### config.mk
export PLATFORM = sky130hd
export DESIGN_NAME = output_divider_config
export DESIGN_NICKNAME = d
export VERILOG_FILES = /design/src/pkg/outdiv_pkg.sv /design/src/hw/level_sync.sv /design/src/hw/ratio_divider.sv /design/src/hw/output_divider_config.sv
export SDC_FILE = /design/constraint.sdc
export NUM_CORES = 1
export LEC_CHECK = 0
export ABC_AREA = 1
export ABC_CLOCK_PERIOD_IN_PS = 3750
export BUFFER_PORTS_ARGS = -buffer_cell sky130_fd_sc_hd__buf_4
export CAP_MARGIN = 15
export CORE_MARGIN = 4
export CORE_UTILIZATION = 50
export CTS_CLUSTER_SIZE = 40
export DETAILED_ROUTE_END_ITERATION = 8
export GPL_ROUTABILITY_DRIVEN = 0
export PLACE_DENSITY = 0.75
export SYNTH_ARGS = -nofsm -noshare
export SYNTH_HDL_FRONTEND = slang
export SYNTH_HIERARCHICAL = 1
export SYNTH_SLANG_ARGS = --single-unit
### constraint.sdc
create_clock -name pclk -period 3.75 [get_ports pclk]
set_clock_uncertainty 0.2 [all_clocks]
set_input_delay 0.5625 -clock pclk [delete_from_list [all_inputs] [get_ports pclk]]
set_output_delay 0.5625 -clock pclk [all_outputs]
set_load 0.02 [all_outputs]
### src/pkg/outdiv_pkg.sv
package outdiv_pkg;

   // register indices; byte address is four times the index
   localparam int ADDR_W = 12;
   localparam logic [9:0] IDX_CLOCK_OUTPUT_TWO_CTRL = 10'h04C;
   localparam logic [9:0] IDX_LOW_MODE = 10'h04D;
   localparam logic [9:0] IDX_HIGH_SET0 = 10'h04E;
   localparam logic [9:0] IDX_HIGH_SET1 = 10'h04F;
   localparam logic [9:0] IDX_OUT3_CTRL = 10'h050;
   localparam logic [9:0] IDX_SW_CTRL = 10'h060;
   localparam logic [9:0] IDX_STATUS = 10'h061;

   // reset values
   localparam logic [7:0] OUT_CTRL_RST = 8'h00;
   localparam logic [7:0] LOW_MODE_RST = 8'hBB;
   localparam logic [7:0] HIGH_RST = 8'h00;
   localparam logic [2:0] SW_CTRL_RST = 3'h0;

   // output control field positions
   localparam int OEM_LSB = 6;
   localparam int SLEW_LSB = 4;
   localparam int INV_BIT = 2;

   // low/mode register field positions
   localparam int Q1_LSB = 6;
   localparam int PM1_LSB = 4;
   localparam int Q0_LSB = 2;
   localparam int PM0_LSB = 0;

   // software control bit positions
   localparam int SW_ENABLE_BIT = 0;
   localparam int SW_MULTI_BIT = 1;
   localparam int SW_SELECT_BIT = 2;

   // status bit positions
   localparam int STAT_ACTIVE_BIT = 0;
   localparam int STAT_RUN_BIT = 1;
   localparam int STAT_ON_BIT = 2;
   localparam int STAT_PIN_BIT = 3;

   localparam int DIV_W = 10;

   typedef enum logic [1:0]
   {
      MODE_OFF = 2'b00,
      MODE_BYPASS = 2'b01,
      MODE_DIV_A = 2'b10,
      MODE_DIV_B = 2'b11
   } divide_mode_code_t;

   typedef struct packed
   {
      logic [1:0] output_disable_mode;
      logic [1:0] edge_rate_setting;
      logic output_invert_bit;
   } out_ctrl_t;

   typedef struct packed
   {
      logic psel;
      logic penable;
      logic pwrite;
      logic [ADDR_W-1:0] paddr;
      logic [31:0] pwdata;
   } apb_req_t;

   typedef struct packed
   {
      logic [31:0] prdata;
      logic pready;
      logic pslverr;
   } apb_rsp_t;

endpackage

### src/hw/level_sync.sv
`timescale 1ns/1ps
`default_nettype none
module level_sync #(
   parameter int W = 1
) (
   // clock and reset
   input wire logic pclk,
   input wire logic presetn,
   // level in and out
   input wire logic [W-1:0] async_in,
   output logic [W-1:0] sync_out
);

   typedef struct packed
   {
      logic [W-1:0] first;
      logic [W-1:0] second;
   } sync_state_t;

   sync_state_t state;
   sync_state_t next_state;

   // first stage feeds only the second stage
   always_comb
   begin
      next_state.first = async_in;
      next_state.second = state.first;
   end

   always_ff @(posedge pclk or negedge presetn)
   begin
      if (!presetn)
         state <= '0;
      else
         state <= next_state;
   end

   assign sync_out = state.second;

endmodule // level_sync
`default_nettype wire

### src/hw/ratio_divider.sv
`timescale 1ns/1ps
`default_nettype none
module ratio_divider #(
   parameter int W = 10
) (
   // clock and reset
   input wire logic pclk,
   input wire logic presetn,
   // control
   input wire logic run,
   input wire logic restart,
   input wire logic [W-1:0] ratio,
   // divided clock
   output logic div_clk
);

   typedef struct packed
   {
      logic [W-1:0] cnt;
      logic q;
   } div_state_t;

   div_state_t state;
   div_state_t next_state;
   logic [W-1:0] wrap;

   always_comb
   begin
      next_state = state;
      wrap = '0;
      if (!run || restart)
      begin
         next_state.cnt = '0;
         next_state.q = 1'b0;
      end
      else if (ratio <= W'(1))
      begin
         // fastest case: one toggle per edge, half the source rate
         next_state.cnt = '0;
         next_state.q = ~state.q;
      end
      else
      begin
         wrap = ratio - W'(1);
         next_state.cnt = (state.cnt >= wrap) ? '0 : state.cnt + W'(1);
         // high for the first ratio/2 counts of each period (rounded down), low for the rest
         next_state.q = (next_state.cnt < (ratio >> 1));
      end
   end

   always_ff @(posedge pclk or negedge presetn)
   begin
      if (!presetn)
         state <= '0;
      else
         state <= next_state;
   end

   assign div_clk = state.q;

endmodule // ratio_divider
`default_nettype wire

### src/hw/output_divider_config.sv
//
// Overview of operation
// invert bit flips output polarity, default off
// disabled output tri-states or parks per mode
// two divider/mode copies, one per set
// software enables with nonzero mode both sets; the code checks only the active set's mode, with the pin also required
// software writes zero to reserved control bits
// low/mode at 0x4D, highs 0x4E/0x4F
// selected set drives divider, switches on change
//
`timescale 1ns/1ps
`default_nettype none
module output_divider_config
   import outdiv_pkg::*;
(
   // clock and reset
   input wire logic pclk,
   input wire logic presetn,
   // register bus
   input wire outdiv_pkg::apb_req_t apb_req,
   output outdiv_pkg::apb_rsp_t apb_rsp,
   // pin from outside, high lets the output run
   input wire logic shutdown_enable_pin,
   // clock output pin
   output logic clock_output_two,
   output logic clock_output_two_oe,
   // neighbouring bank control, held here only
   output logic [7:0] out3_output_control
);

   import outdiv_pkg::*;

   typedef struct packed
   {
      out_ctrl_t clock_output_two_ctrl;
      logic [7:0] low_mode;
      logic [7:0] high_set0;
      logic [7:0] high_set1;
      logic [7:0] out3_ctrl;
      logic [2:0] sw_ctrl;
      logic active_set;
      logic out_level;
      logic out_oe;
      apb_rsp_t rsp;
   } cfg_state_t;

   cfg_state_t state;
   cfg_state_t next_state;

   logic pin_enable;
   logic div_clk;
   logic restart;
   logic run;
   logic output_on;
   logic select_set;
   logic [1:0] mode0;
   logic [1:0] mode1;
   logic [1:0] mode_active;
   logic [DIV_W-1:0] ratio0;
   logic [DIV_W-1:0] ratio1;
   logic [DIV_W-1:0] ratio_active;
   logic [DIV_W-1:0] ratio_eff;
   logic [9:0] index;
   logic aligned;
   logic mapped;
   logic [7:0] rd_byte;
   logic [7:0] status;
   logic [7:0] ctrl_byte;

   // pin comes from the board, so two stages before use
   level_sync #(
      .W(1)
   ) u_pin_sync (
      .pclk(pclk),
      .presetn(presetn),
      .async_in(shutdown_enable_pin),
      .sync_out(pin_enable)
   );

   // field unpacking of both configuration sets
   always_comb
   begin
      mode0 = state.low_mode[PM0_LSB +: 2];
      mode1 = state.low_mode[PM1_LSB +: 2];
      ratio0 = {state.high_set0, state.low_mode[Q0_LSB +: 2]};
      ratio1 = {state.high_set1, state.low_mode[Q1_LSB +: 2]};
   end

   // set 1 only reachable in multi-config mode
   assign select_set = state.sw_ctrl[SW_MULTI_BIT] & state.sw_ctrl[SW_SELECT_BIT];

   // active set values feed the divider
   always_comb
   begin
      if (state.active_set)
      begin
         mode_active = mode1;
         ratio_active = ratio1;
      end
      else
      begin
         mode_active = mode0;
         ratio_active = ratio0;
      end
   end

   // bypass code runs at the fastest rate the divider offers
   always_comb
   begin
      case (divide_mode_code_t'(mode_active))
         MODE_OFF:
            ratio_eff = ratio_active;
         MODE_BYPASS:
            ratio_eff = DIV_W'(1);
         MODE_DIV_A,
         MODE_DIV_B:
            ratio_eff = ratio_active;
         default:
            ratio_eff = ratio_active;
      endcase
   end

   // a zero code in the active set stops dividing
   assign run = (mode_active != MODE_OFF);

   // restart on a set change avoids a runt from mixed settings
   assign restart = (state.active_set != select_set);

   ratio_divider #(
      .W(DIV_W)
   ) u_divider (
      .pclk(pclk),
      .presetn(presetn),
      .run(run),
      .restart(restart),
      .ratio(ratio_eff),
      .div_clk(div_clk)
   );

   // the pin only counts once it has passed both synchroniser stages
   assign output_on = state.sw_ctrl[SW_ENABLE_BIT] & pin_enable & run;

   // bus decode
   assign index = apb_req.paddr[ADDR_W-1:2];
   // a byte offset inside a word is refused, not folded onto it
   assign aligned = (apb_req.paddr[1:0] == 2'h0);

   always_comb
   begin
      mapped = aligned;
      case (index)
         IDX_CLOCK_OUTPUT_TWO_CTRL,
         IDX_LOW_MODE,
         IDX_HIGH_SET0,
         IDX_HIGH_SET1,
         IDX_OUT3_CTRL,
         IDX_SW_CTRL,
         IDX_STATUS:
            mapped = aligned;
         default:
            mapped = 1'b0;
      endcase
   end

   // reserved bits 3, 1, 0 always read back as zero
   always_comb
   begin
      ctrl_byte = 8'h00;
      ctrl_byte[OEM_LSB +: 2] = state.clock_output_two_ctrl.output_disable_mode;
      ctrl_byte[SLEW_LSB +: 2] = state.clock_output_two_ctrl.edge_rate_setting;
      ctrl_byte[INV_BIT] = state.clock_output_two_ctrl.output_invert_bit;
   end

   // status is a live view, never stored, so it cannot go stale
   always_comb
   begin
      status = 8'h00;
      status[STAT_ACTIVE_BIT] = state.active_set;
      status[STAT_RUN_BIT] = run;
      status[STAT_ON_BIT] = output_on;
      status[STAT_PIN_BIT] = pin_enable;
   end

   always_comb
   begin
      case (index)
         IDX_CLOCK_OUTPUT_TWO_CTRL:
            rd_byte = ctrl_byte;
         IDX_LOW_MODE:
            rd_byte = state.low_mode;
         IDX_HIGH_SET0:
            rd_byte = state.high_set0;
         IDX_HIGH_SET1:
            rd_byte = state.high_set1;
         IDX_OUT3_CTRL:
            rd_byte = state.out3_ctrl;
         IDX_SW_CTRL:
            rd_byte = {5'h00, state.sw_ctrl};
         IDX_STATUS:
            rd_byte = status;
         // unmapped reads return zero; the error flag tells them apart
         default:
            rd_byte = 8'h00;
      endcase
   end

   always_comb
   begin
      next_state = state;

      // set selection takes effect one edge after it changes
      next_state.active_set = select_set;

      // output stage: divided clock with polarity, or disable action
      if (output_on)
      begin
         next_state.out_oe = 1'b1;
         next_state.out_level = div_clk ^ state.clock_output_two_ctrl.output_invert_bit;
      end
      // park levels ignore the invert bit; only the running clock is flipped
      else if (!state.clock_output_two_ctrl.output_disable_mode[1])
      begin
         next_state.out_oe = 1'b0;
         next_state.out_level = 1'b0;
      end
      else
      begin
         next_state.out_oe = 1'b1;
         next_state.out_level = state.clock_output_two_ctrl.output_disable_mode[0];
      end

      // bus: pready raised in the second access cycle, write at its sample edge
      if (state.rsp.pready)
      begin
         next_state.rsp.pready = 1'b0;
         next_state.rsp.pslverr = 1'b0;
         next_state.rsp.prdata = 32'h0000_0000;
         if (apb_req.psel && apb_req.penable && apb_req.pwrite && mapped)
         begin
            case (index)
               IDX_CLOCK_OUTPUT_TWO_CTRL:
               begin
                  // reserved positions are dropped, not stored
                  next_state.clock_output_two_ctrl.output_disable_mode = apb_req.pwdata[OEM_LSB +: 2];
                  next_state.clock_output_two_ctrl.edge_rate_setting = apb_req.pwdata[SLEW_LSB +: 2];
                  next_state.clock_output_two_ctrl.output_invert_bit = apb_req.pwdata[INV_BIT];
               end
               IDX_LOW_MODE:
                  next_state.low_mode = apb_req.pwdata[7:0];
               IDX_HIGH_SET0:
                  next_state.high_set0 = apb_req.pwdata[7:0];
               IDX_HIGH_SET1:
                  next_state.high_set1 = apb_req.pwdata[7:0];
               IDX_OUT3_CTRL:
                  next_state.out3_ctrl = apb_req.pwdata[7:0];
               IDX_SW_CTRL:
                  next_state.sw_ctrl = apb_req.pwdata[2:0];
               // status is a read-only view: the write is answered and dropped
               IDX_STATUS:
                  next_state.sw_ctrl = state.sw_ctrl;
               default:
                  next_state.sw_ctrl = state.sw_ctrl;
            endcase
         end
      end
      else if (apb_req.psel && apb_req.penable)
      begin
         next_state.rsp.pready = 1'b1;
         next_state.rsp.pslverr = ~mapped;
         next_state.rsp.prdata = (mapped && !apb_req.pwrite) ? {24'h00_0000, rd_byte} : 32'h0000_0000;
      end
   end

   // reset branch holds constants only, field by field, so none is missed
   always_ff @(posedge pclk or negedge presetn)
   begin
      if (!presetn)
      begin
         state.clock_output_two_ctrl.output_disable_mode <= OUT_CTRL_RST[OEM_LSB +: 2];
         state.clock_output_two_ctrl.edge_rate_setting <= OUT_CTRL_RST[SLEW_LSB +: 2];
         state.clock_output_two_ctrl.output_invert_bit <= OUT_CTRL_RST[INV_BIT];
         state.low_mode <= LOW_MODE_RST;
         state.high_set0 <= HIGH_RST;
         state.high_set1 <= HIGH_RST;
         state.out3_ctrl <= OUT_CTRL_RST;
         state.sw_ctrl <= SW_CTRL_RST;
         state.active_set <= 1'b0;
         state.out_level <= 1'b0;
         state.out_oe <= 1'b0;
         state.rsp <= '0;
      end
      else
      begin
         state <= next_state;
      end
   end

   assign apb_rsp = state.rsp;
   assign clock_output_two = state.out_level;
   assign clock_output_two_oe = state.out_oe;
   assign out3_output_control = state.out3_ctrl;

endmodule // output_divider_config
`default_nettype wire

Word-level counts from Yosys, hierarchy flattened
Cells that the tools add are included.
{ "word_totals": {"word_cells": 72, "reg_bits": 90} }
{ "classes": {"mux": 13, "add_sub_neg": 2, "eq_ne": 11, "n_reduce_logical": 19, "n_lt_le_gt_ge": 3, "bitwise": 6} }
{ "ops": {"columns": ["operator", "count"], "rows": [
  ["$eq 10x7->1 const B", 7],
  ["$mux 34", 2],
  ["$pmux 8 s7", 1],
  ["$mux 11", 2],
  ["$mux 10", 2],
  ["$pmux 10 s2", 1],
  ["$reduce_and 3->1", 6],
  ["$add 10x1->10 const B", 1],
  ["$ge 10x10->1", 1],
  ["$le 10x1->1 const B", 1],
  ["$lt 10x9->1", 1],
  ["$sub 10x1->10 const B", 1],
  ["$mux 8", 1],
  ["$reduce_or 7->1", 1],
  ["$mux 2", 3],
  ["$eq 2x2->1 const B", 2],
  ["$logic_and 1x1->1", 4],
  ["$logic_not 2->1", 2],
  ["$reduce_bool 2->1", 2],
  ["$and 1x1->1", 3],
  ["$reduce_or 3->1", 1],
  ["$eq 2x1->1 const B", 1],
  ["$logic_not 1->1", 2],
  ["$not 1->1", 2],
  ["other kinds (4)", 4]
]} }

Logic depth before layout (Yosys ltp)
Gate-level depths: netlist (run 1).
{ "logic_depth": {"word_depth": 10, "mapped_depth": 30} }

Modules after synthesis
Netlist (run 1), hierarchy kept.
{ "modules_own_cells": {"columns": ["mod", "cells_each", "instances", "area_each_um2"], "rows": [
  ["output_divider_config", 459, 1, 3284.4],
  ["ratio_divider", 172, 1, 1266.2],
  ["level_sync", 2, 1, 50.0]
]} }

Worst setup path before layout (run 1)
No wires, ideal clock.
{ "synth_path": {"path_kind": "reg2reg", "start": "reg state[36] in the netlist's numbering", "end": "reg u_divider.state, in the netlist u_divider/div_clk", "setup_ns": 0.074, "arrival_time_ns": 3.691, "stages_incl_launch_ff": 29, "required_ns": 3.476, "synth_period_minus_slack_ns": 3.965, "path_slack_ns": -0.215, "path_buffers": 2, "path_cell_list": "dfrtp_1 buf_2 clkinv_1 nand2_1 nand2_1 nand2_1 clkinv_1 a21oi_1 nor2_1 nand4_1 nor3_2 nand3_1 xor2_1 inv_1 ha_1 nand2_1 nor2_1 nand3_1 nand3_4 buf_2 nor2_1 ha_1 a21oi_1 o21ai_0 nand2_1 nand3b_1 nor2_1 nand2_1 a21oi_2"} }
{ "synth_rtl": {"columns": ["item", "line_no", "source"], "rows": [
  ["from (decl)", "output_divider_config.sv:47", "cfg_state_t state;"],
  ["from (signal assigned)", "output_divider_config.sv:294", "state <= next_state;"],
  ["to (signal assigned)", "ratio_divider.sv:56", "state <= next_state;"],
  ["to (decl)", "ratio_divider.sv:23", "div_state_t state;"]
]} }

==> results list, run 1 <==
* Post-synthesis sequential element count: 66
- Top post-synthesis cells by area: sky130_fd_sc_hd__dfrtp_1, sky130_fd_sc_hd__nand2_1, sky130_fd_sc_hd__buf_4, sky130_fd_sc_hd__nand4_1, sky130_fd_sc_hd__ha_1
- Setup slack after placement: -0.364 ns
- Total detailed-routing wirelength: 12.8 mm
* Reg-to-reg slack, setup: -0.41 ns
* Syn_area_per_cell: 7.27 um2
* Overall power consumption: 0.00143 W
* Number of rows in the core area: 34
* Fin worst setup slack: -0.409 ns
- Number of enable flip-flop cells after synthesis: 0
- Launching element of the worst setup path: mode0[1]
- Power per cell area: 256 mW/mm2
* Endpoint arrival time on the critical path: 4.19 ns
* Maximum number of pins on one net before global-route repair: 67
- Dividing the detail-routed via count by the number of cells gives 5.46.
* Proportion of layout cells with a drive suffix above 1: 0.254
- Area enclosed by the die boundary: 0.0108 mm2
- Required @ worst endpoint: 3.78 ns
- Overall fraction of global-route tracks in use: 0.232
- Measured along the y axis, the die boundary spans 104 um.
- Launching element type of the critical path: flip-flop
- Placed Cells: 795
* Initial core utilization: 0.520
- Overall via count from detail_route: 4502
- Most common library cells after synthesis: sky130_fd_sc_hd__nand2_1, sky130_fd_sc_hd__dfrtp_1, sky130_fd_sc_hd__nor2_1
- Of all nets on the critical path, the largest fanout is 8.
* Clock Latency Late Sink: 0.35 ns
- The first detailed-routing pass ran for 6 iterations.
- In this run the standard cell core region covers 0.00885 mm2.
* Maximum number of buffers from clock root to sink: 2
- Non-filler instance count after layout: 825
- Number of antenna cells inserted: 0
- Of the synthesized area, sequential elements account for 0.361.
* Yosys warning total: 6
- Relative slew slack: 0.441
- In this run the static leakage power is 2.96 nW.
- Post-route DRC violation count: 0
- CTS root buffer: sky130_fd_sc_hd__clkbuf_8
* Crit path max-delay cell type: sky130_fd_sc_hd__dfstp_2
- For this run, the slowest stage of the critical path takes 0.55 ns.
* CTS tree: built
- Most utilized layer in the global route result: met2
- 94 I/O pins were placed.
- In the global route stage, met2 resource usage came out at 0.375.
- Synthesis produced a netlist whose cell count is 633.
- Once layout is done, the placed cells without fillers occupy 0.00556 mm2.
- Setup-violating endpoint count in the final report: 1
- The number of antenna violations at the first check in global routing is 0.
* Cell taking the most area after synthesis: sky130_fd_sc_hd__dfrtp_1
* Max-Cap Viols: 0
- Global-route wire length before repair: 20.7 mm
- Post-DRT Antenna Nets: 0
* Minimum period implied by the final worst setup slack: 4.16 ns
* H-Tree Depth: 3
* Vias in the first global route: 4395
- Post-placement cell area: 0.00509 mm2
* Synth Cell Area: 0.00460 mm2
- The flow ran to the end, but the final reports show violations.
- Predominant post-synthesis flop cell: sky130_fd_sc_hd__dfrtp_1
- Sequential cell area: 0.00166 mm2
- The final hold violation count is 0.
- Critical setup path kind: flip-flop to flip-flop
* Die width: 104 um
- Of the available clock period, the critical path in the final layout requires 1.11.
* Reg2reg start: mode0[1]
- Setup repair after global routing could not meet its margin everywhere.
* HPWL after detailed placement: 9.11 mm
* Initial DRC Count: 415
* Worst hold path class: input pin to async pin
- Total congestion overflow after global routing: 0
- Worst Hold Margin: 0.0849 ns
* Post-synthesis cell type count: 38
* Total area of multi-input combinational cells: 0.00254 mm2
* Max-slew violation total from the final report: 0
- The worst setup path is captured at a flip-flop.
- Number of nets in the finished design: 783
- The count of buffers added on input and output ports is 45.
* Portion of synthesized cell area occupied by the leading cell type: 0.326
- From synthesis to final layout, the design area changed by 20.9%.
* Achievable Freq: 240 MHz
- Leading cell type by number of instances after synthesis: sky130_fd_sc_hd__nand2_1
- Number of fillers in the final layout: 748
- Clock tree synthesis found a total of 66 sinks.
- Highest ir drop seen on vdd: 0.186 mV
- Per-cell routed wire length: 15.6 um
* M1 GR Usage: 0.302
- GR Layer Usage met3: 0.0546
- Clock edge transition at the registers on the reported setup and hold paths: 0.08 ns
- Transition time at the pin with the least slew margin: 0.839 ns
- Failing checks: setup timing
- For this run, asynchronously set or reset flops after synthesis account for 1.00.
- Total clock buffers created by CTS: 9
-- flip-flops by register name, summed over array words and instances (netlist names) --
register,flops
u_pin_sync/next_state,1
mode1,2
clock_output_two_oe,1
ratio1,10
state,4
clock_output_two,1
u_pin_sync/sync_out,1
u_divider/state,10
out3_output_control,8
ctrl_byte,5
u_divider/div_clk,1
apb_rsp,10
ratio0,10
mode0,2
-- metal layers --
metal  vias up  part of all wire
met1      2130              0.42
li1       2136                 -
met2       203              0.48
met5         -                 0
met3        33             0.076
met4         0             0.025
-- cell families (layout without fill, tap and decap cells) --
group           Yosys count  count (layout)  share of synthesized area
compound gates           36              36                     0.0484
xor+xnor                 15              15                     0.0286
fa+ha+maj                21              21                     0.0571
buf+inv                 122             183                      0.143
flops                    66              66                      0.361
other cells               1              24                   0.000815
simple gates            372             372                      0.362
-- cell usage in the layout, fill, tap and decap left out, types with 3 or more instances in the layout --
cell type	synthesis	final
sky130_fd_sc_hd__nand2_1	214	208
sky130_fd_sc_hd__buf_4	43	101
sky130_fd_sc_hd__dfrtp_1	60	60
sky130_fd_sc_hd__inv_1	56	53
sky130_fd_sc_hd__nand4_1	51	51
sky130_fd_sc_hd__nor2_1	57	49
sky130_fd_sc_hd__conb_1	1	24
sky130_fd_sc_hd__nand3_1	26	23
sky130_fd_sc_hd__ha_1	21	19
sky130_fd_sc_hd__xor2_1	13	13
sky130_fd_sc_hd__o21ai_0	13	11
sky130_fd_sc_hd__a21oi_1	14	10
sky130_fd_sc_hd__nor2_2	4	10
sky130_fd_sc_hd__clkbuf_8	0	10
sky130_fd_sc_hd__inv_2	5	8
sky130_fd_sc_hd__nor3_2	7	8
sky130_fd_sc_hd__nand2_2	1	6
sky130_fd_sc_hd__dfstp_2	6	6
sky130_fd_sc_hd__a21oi_4	1	4
sky130_fd_sc_hd__nor2_4	2	4
sky130_fd_sc_hd__nand3_4	1	4
sky130_fd_sc_hd__clkinvlp_4	0	3
sky130_fd_sc_hd__nor3_1	4	3
-- path summary, 6_finish.rpt --
kind                                                 end  cells after the start
worst max-delay path                   u_divider/div_clk                     28
worst min-delay path              out3_output_control[4]                      1
worst max register to register         u_divider/div_clk                     28
worst min register to register       u_pin_sync/sync_out                      0
max in group asynchronous            u_divider/state[10]                      1
min in group pclk               u_pin_sync/next_state[0]                      1
-- where the power goes --
part | switching, W | leakage (nW) | internal [W]
clock | 0.000285 | 0.0945 | 0.000325
sequential | 0.00000180 | 0.893 | 0.000715
combinational | 0.0000729 | 1.97 | 0.0000259
total | 0.000360 | 2.96 | 0.00107
-- per-stage QoR --
stage	utilization	TNS, ns
2_1_floorplan	-	0
3_3_place_gp	0.575	-0.242
3_5_place_dp	0.575	-0.364
4_1_cts	0.615	-0.198
5_1_grt	0.629	-0.565
6_report	0.629	-0.409
-- critical path: cells and delay by family, from the launching register on --
| family | cells | cell delay (ns) |
|---|---|---|
| and+or+nand+nor | 12 | 1.19 |
| adders and majority gates | 3 | 0.67 |
| buffers and inverters | 7 | 0.62 |
| AOI/OAI and AO/OA | 5 | 0.57 |
| DFF | 1 | 0.55 |
| xor gates and xnor gates | 1 | 0.22 |
-- what timing repair did --
item,4_1_cts,5_1_grt
endpoints found under the setup margin,1,2
gates resized for setup,19,21
hold buffers,0,0
setup buffers,10,4
pin swaps,10,18
gates cloned,0,0
-- area by class of cell --
| type | instances | share of cell area |
|---|---|---|
| Multi-Input combinational cell | 468 | 0.457 |
| Sequential cell | 66 | 0.298 |
| Timing Repair Buffer | 102 | 0.138 |
| Inverter | 65 | 0.0454 |
| Clock buffer | 10 | 0.0247 |
| Tap cell | 108 | 0.0243 |
| Clock inverter | 6 | 0.0119 |
Note: power is estimated with default switching activity, not from simulation.
==> run 2, diff against run 1 <==
--- a/config.mk
+++ b/config.mk
@@ -6,15 +6,15 @@
 export NUM_CORES = 1
 export LEC_CHECK = 0
 export ABC_AREA = 1
-export ABC_CLOCK_PERIOD_IN_PS = 3750
+export ABC_CLOCK_PERIOD_IN_PS = 4200
 export BUFFER_PORTS_ARGS = -buffer_cell sky130_fd_sc_hd__buf_4
-export CAP_MARGIN = 15
+export CAP_MARGIN = 25
 export CORE_MARGIN = 4
-export CORE_UTILIZATION = 50
+export CORE_UTILIZATION = 56
 export CTS_CLUSTER_SIZE = 40
 export DETAILED_ROUTE_END_ITERATION = 8
 export GPL_ROUTABILITY_DRIVEN = 0
-export PLACE_DENSITY = 0.75
+export PLACE_DENSITY = 0.79
 export SYNTH_ARGS = -nofsm -noshare
 export SYNTH_HDL_FRONTEND = slang
 export SYNTH_HIERARCHICAL = 1
==> constraint.sdc (replaced) <==
create_clock -name pclk -period 4.2 [get_ports pclk]
set_clock_uncertainty 0.2 [all_clocks]
set_input_delay 0.63 -clock pclk [delete_from_list [all_inputs] [get_ports pclk]]
set_output_delay 0.63 -clock pclk [all_outputs]
set_load 0.02 [all_outputs]
==> run 2 against run 1 <==
The flow now finishes without violations. Critical path depth unchanged. Highest routed layer unchanged. First-iteration DRC count up 3.6%. Sequential share of layout area up 0.43 points. Non-clock buffer count down 11. Final cell count down 2.1%. Setup slack better by 0.44 ns.
==> results list, run 2 (synthesized netlist as in run 1, its figures left out) <==
- Leak pwr: 2.93 nW (-0.81%)
- Max-slew violation total from the final report: 0 (unchanged)
- H-Tree Depth: 3 (unchanged)
- The via count of the first global-routing pass is 4223 (-3.9%).
- Number of cells traversed by the worst hold path: 0
- The fraction of final layout cells with drive strength greater than 1 came to 0.241 (-0.0130).
- The final-report setup violation count is 0 (-1).
* Core region area: 0.00785 mm2 (-11%)
- The cell sitting at the root of the clock tree is a sky130_fd_sc_hd__clkbuf_8.
- The post-detailed-route via-to-cell ratio was 5.58 (+2.2%).
- Number of rows in the core area: 32 (-5.9%)
- Transition time at the pin with the least slew margin: 0.824 ns (-0.0143 ns)
* Worst R2R Path Depth: 28 (unchanged)
- The count of input and output buffers came to 45 (unchanged).
* Hold buffer count at CTS: 0 (unchanged)
- The endpoint identified for the worst register-to-register timing path is u_divider/div_clk.
- Beginning of the worst hold path: u_pin_sync/next_state[0]
- TritonCTS built the clock tree.
- Antenna violations before repair: 0 (unchanged)
- The fill cell total of the finished layout was 603 (-19%).
* Maximum number of pins on one net before global-route repair: 67 (unchanged)
- The path with the worst hold slack has its endpoint at u_pin_sync/sync_out.
- Total congestion overflow after global routing: 0 (unchanged)
* Die width: 98.6 um (-5.1%)
- STA classifies the critical path startpoint as a flip-flop.
- The areal power density over the cells was 245 mW/mm2 (-4.5%).
- The global-route usage over all layers is 0.251 (+0.0194).
- In this design, the critical path's most frequently occurring cell is sky130_fd_sc_hd__inv_1.
* Number of endpoints with negative hold slack in the final report: 0 (unchanged)
- The violation count after the first detailed-route iteration came to 430 (+3.6%).
* Post-DRT Antenna Nets: 0 (unchanged)
* Achievable Freq: 240 MHz (-0.28%)
- Required @ worst endpoint: 4.29 ns (+0.51 ns)
* RSZ-0062 raised after global routing: true
- The worst hold path belongs to the class flip-flop to flip-flop.
* Global-route wire length before repair: 19.7 mm (-5.1%)
* Post-route clock period utilization: 0.993 (-0.116)
- The post-route worst hold slack was 0.152 ns (+0.0672 ns).
* Result of the run: finished, final reports clean
* Post-route DRC violation count: 0 (unchanged)
* Reg-to-reg slack, setup: 0.03 ns (+0.44 ns)
- STA classifies the critical path endpoint as a flip-flop.
- The highest fanout seen on the critical path is 6 (-2).
* Endpoint arrival time on the critical path: 4.26 ns (+0.07 ns)
* Leading cell types in the layout, fill and taps excluded: sky130_fd_sc_hd__nand2_1, sky130_fd_sc_hd__buf_4, sky130_fd_sc_hd__dfrtp_1, sky130_fd_sc_hd__inv_1, sky130_fd_sc_hd__nand4_1
- The startpoint identified for the worst register-to-register timing path is mode0[1].
* Crit path max-delay cell type: sky130_fd_sc_hd__dfstp_2
- By startpoint and endpoint, the worst setup path is classified as flip-flop to flip-flop.
* Area enclosed by the die boundary: 0.00973 mm2 (-9.9%)
- Max-Cap Viols: 0 (unchanged)
- Clock edge transition at the registers on the reported setup and hold paths: 0.08 ns (about the same)
- Router iterations before antenna repair: 5 (-1)
- Minimum period implied by the final worst setup slack: 4.17 ns (+0.0117 ns)
- Most common cell after layout, fill and taps aside: sky130_fd_sc_hd__nand2_1
- Die boundary height: 98.6 um (-5.1%)
- The clock latency at the later pin of the worst-skew pair came to 0.35 ns (about the same).
- Highest ir drop seen on vdd: 0.170 mV (-8.7%)
- The final wirelength was 12.7 mm (-1.0%).
- Relative slew slack: 0.451 (+0.00954)
* Number of nets in the finished design: 772 (-1.4%)
- The worst stage delay on the critical path was 0.54 ns (about the same).
- Core Util, Final: 0.699 (+0.0706)
- IO Count: 94 (unchanged)
* Initial core utilization: 0.586 (+0.0663)
- HPWL after detailed placement: 8.81 mm (-3.3%)
- The total via count in the routed design came to 4508 (+0.13%).
- Layout-stage area growth over the synthesis result: 19.3%
- Total clock buffers created by CTS: 9 (unchanged)
* Number of antenna cells inserted: 0 (unchanged)
- The number of clock sinks came to 66 (unchanged).
- Per-cell routed wire length: 15.7 um (+1.0%)
- The deepest clock path buffer count is 2 (unchanged).
[run 2: changes by cell type in the layout (fill, tap and decap cells not counted), sizes merged]
cell | previous run | this run
inv | 62 | 65
bufinv | 1 | 2
clkbuf | 10 | 9
clkinvlp | 3 | 0
buf | 102 | 91
[run 2: cell type report]
cell class | instances | area [um2] | share of cell area
multi-input combinational | 468 | 2530 | 0.460
sequential | 66 | 1660 | 0.303
timing repair buffer | 91 | 703 | 0.128
inverter | 65 | 246 | 0.0449
tap | 102 | 128 | 0.0233
clock buffer | 9 | 124 | 0.0226
clock inverter | 7 | 100 | 0.0182
[run 2: worst max path at each step]
stage                     cells past startpoint       from                end  slack (ns)
after floorplan                              28  state[36]  u_divider/div_clk        0.23
after global placement                       26   mode0[1]  u_divider/div_clk       -0.03
after detailed placement                     26   mode0[1]  u_divider/div_clk       -0.13
after CTS                                    26   mode0[1]  u_divider/div_clk       0.005
after global routing                         27   mode0[1]  u_divider/div_clk       -0.19
final                                        28   mode0[1]  u_divider/div_clk        0.03
[run 2: report_power, final]
part / total, W / internal (W) / switching [W] / leakage (nW)
logic: 0.0000877 / 0.0000229 / 0.0000648 / 1.93
clock network: 0.000616 / 0.000339 / 0.000276 / 0.114
registers: 0.000639 / 0.000638 / 0.00000154 / 0.892
[run 2: repair_timing]
action / in CTS / in global routing
setup endpoints to repair: 1 / 1
pin swaps: 0 / 28
gates resized for setup: 7 / 37
buffers inserted: 1 / 12
[run 2: worst max-delay path, delay by kind of cell, from the launching register on]
family,cells,cell delay (ns)
buffers and inverters,8,0.60
DFF,1,0.54
and+or+nand+nor,13,1.42
xor gates and xnor gates,1,0.17
AOI/OAI and AO/OA,3,0.40
adders and majority gates,3,0.77
[run 2: through the flow]
stage | setup TNS (ns) | worst slack (ns) | cells | power [W] | instance area, um2
6_report | 0 | 0.0295 | 808 | 0.00134 | 5490
5_1_grt | -0.193 | -0.193 | 808 | 0.00139 | 5490
4_1_cts | 0 | 0.00477 | 796 | 0.00135 | 5260
3_5_place_dp | -0.127 | -0.127 | 779 | 0.000739 | 5000
3_3_place_gp | -0.0292 | -0.0292 | 779 | 0.000737 | 5000
2_1_floorplan | 0 | 0.235 | 656 | 0.000711 | 4690
[run 2: metal layers]
| metal | wire, um | GRT usage |
|---|---|---|
| met1 | 5190 | 0.341 |
| met2 | 5750 | 0.387 |
| met3 | 1290 | 0.0502 |
| met4 | 474 | 0.117 |
| met5 | 0 | 0 |
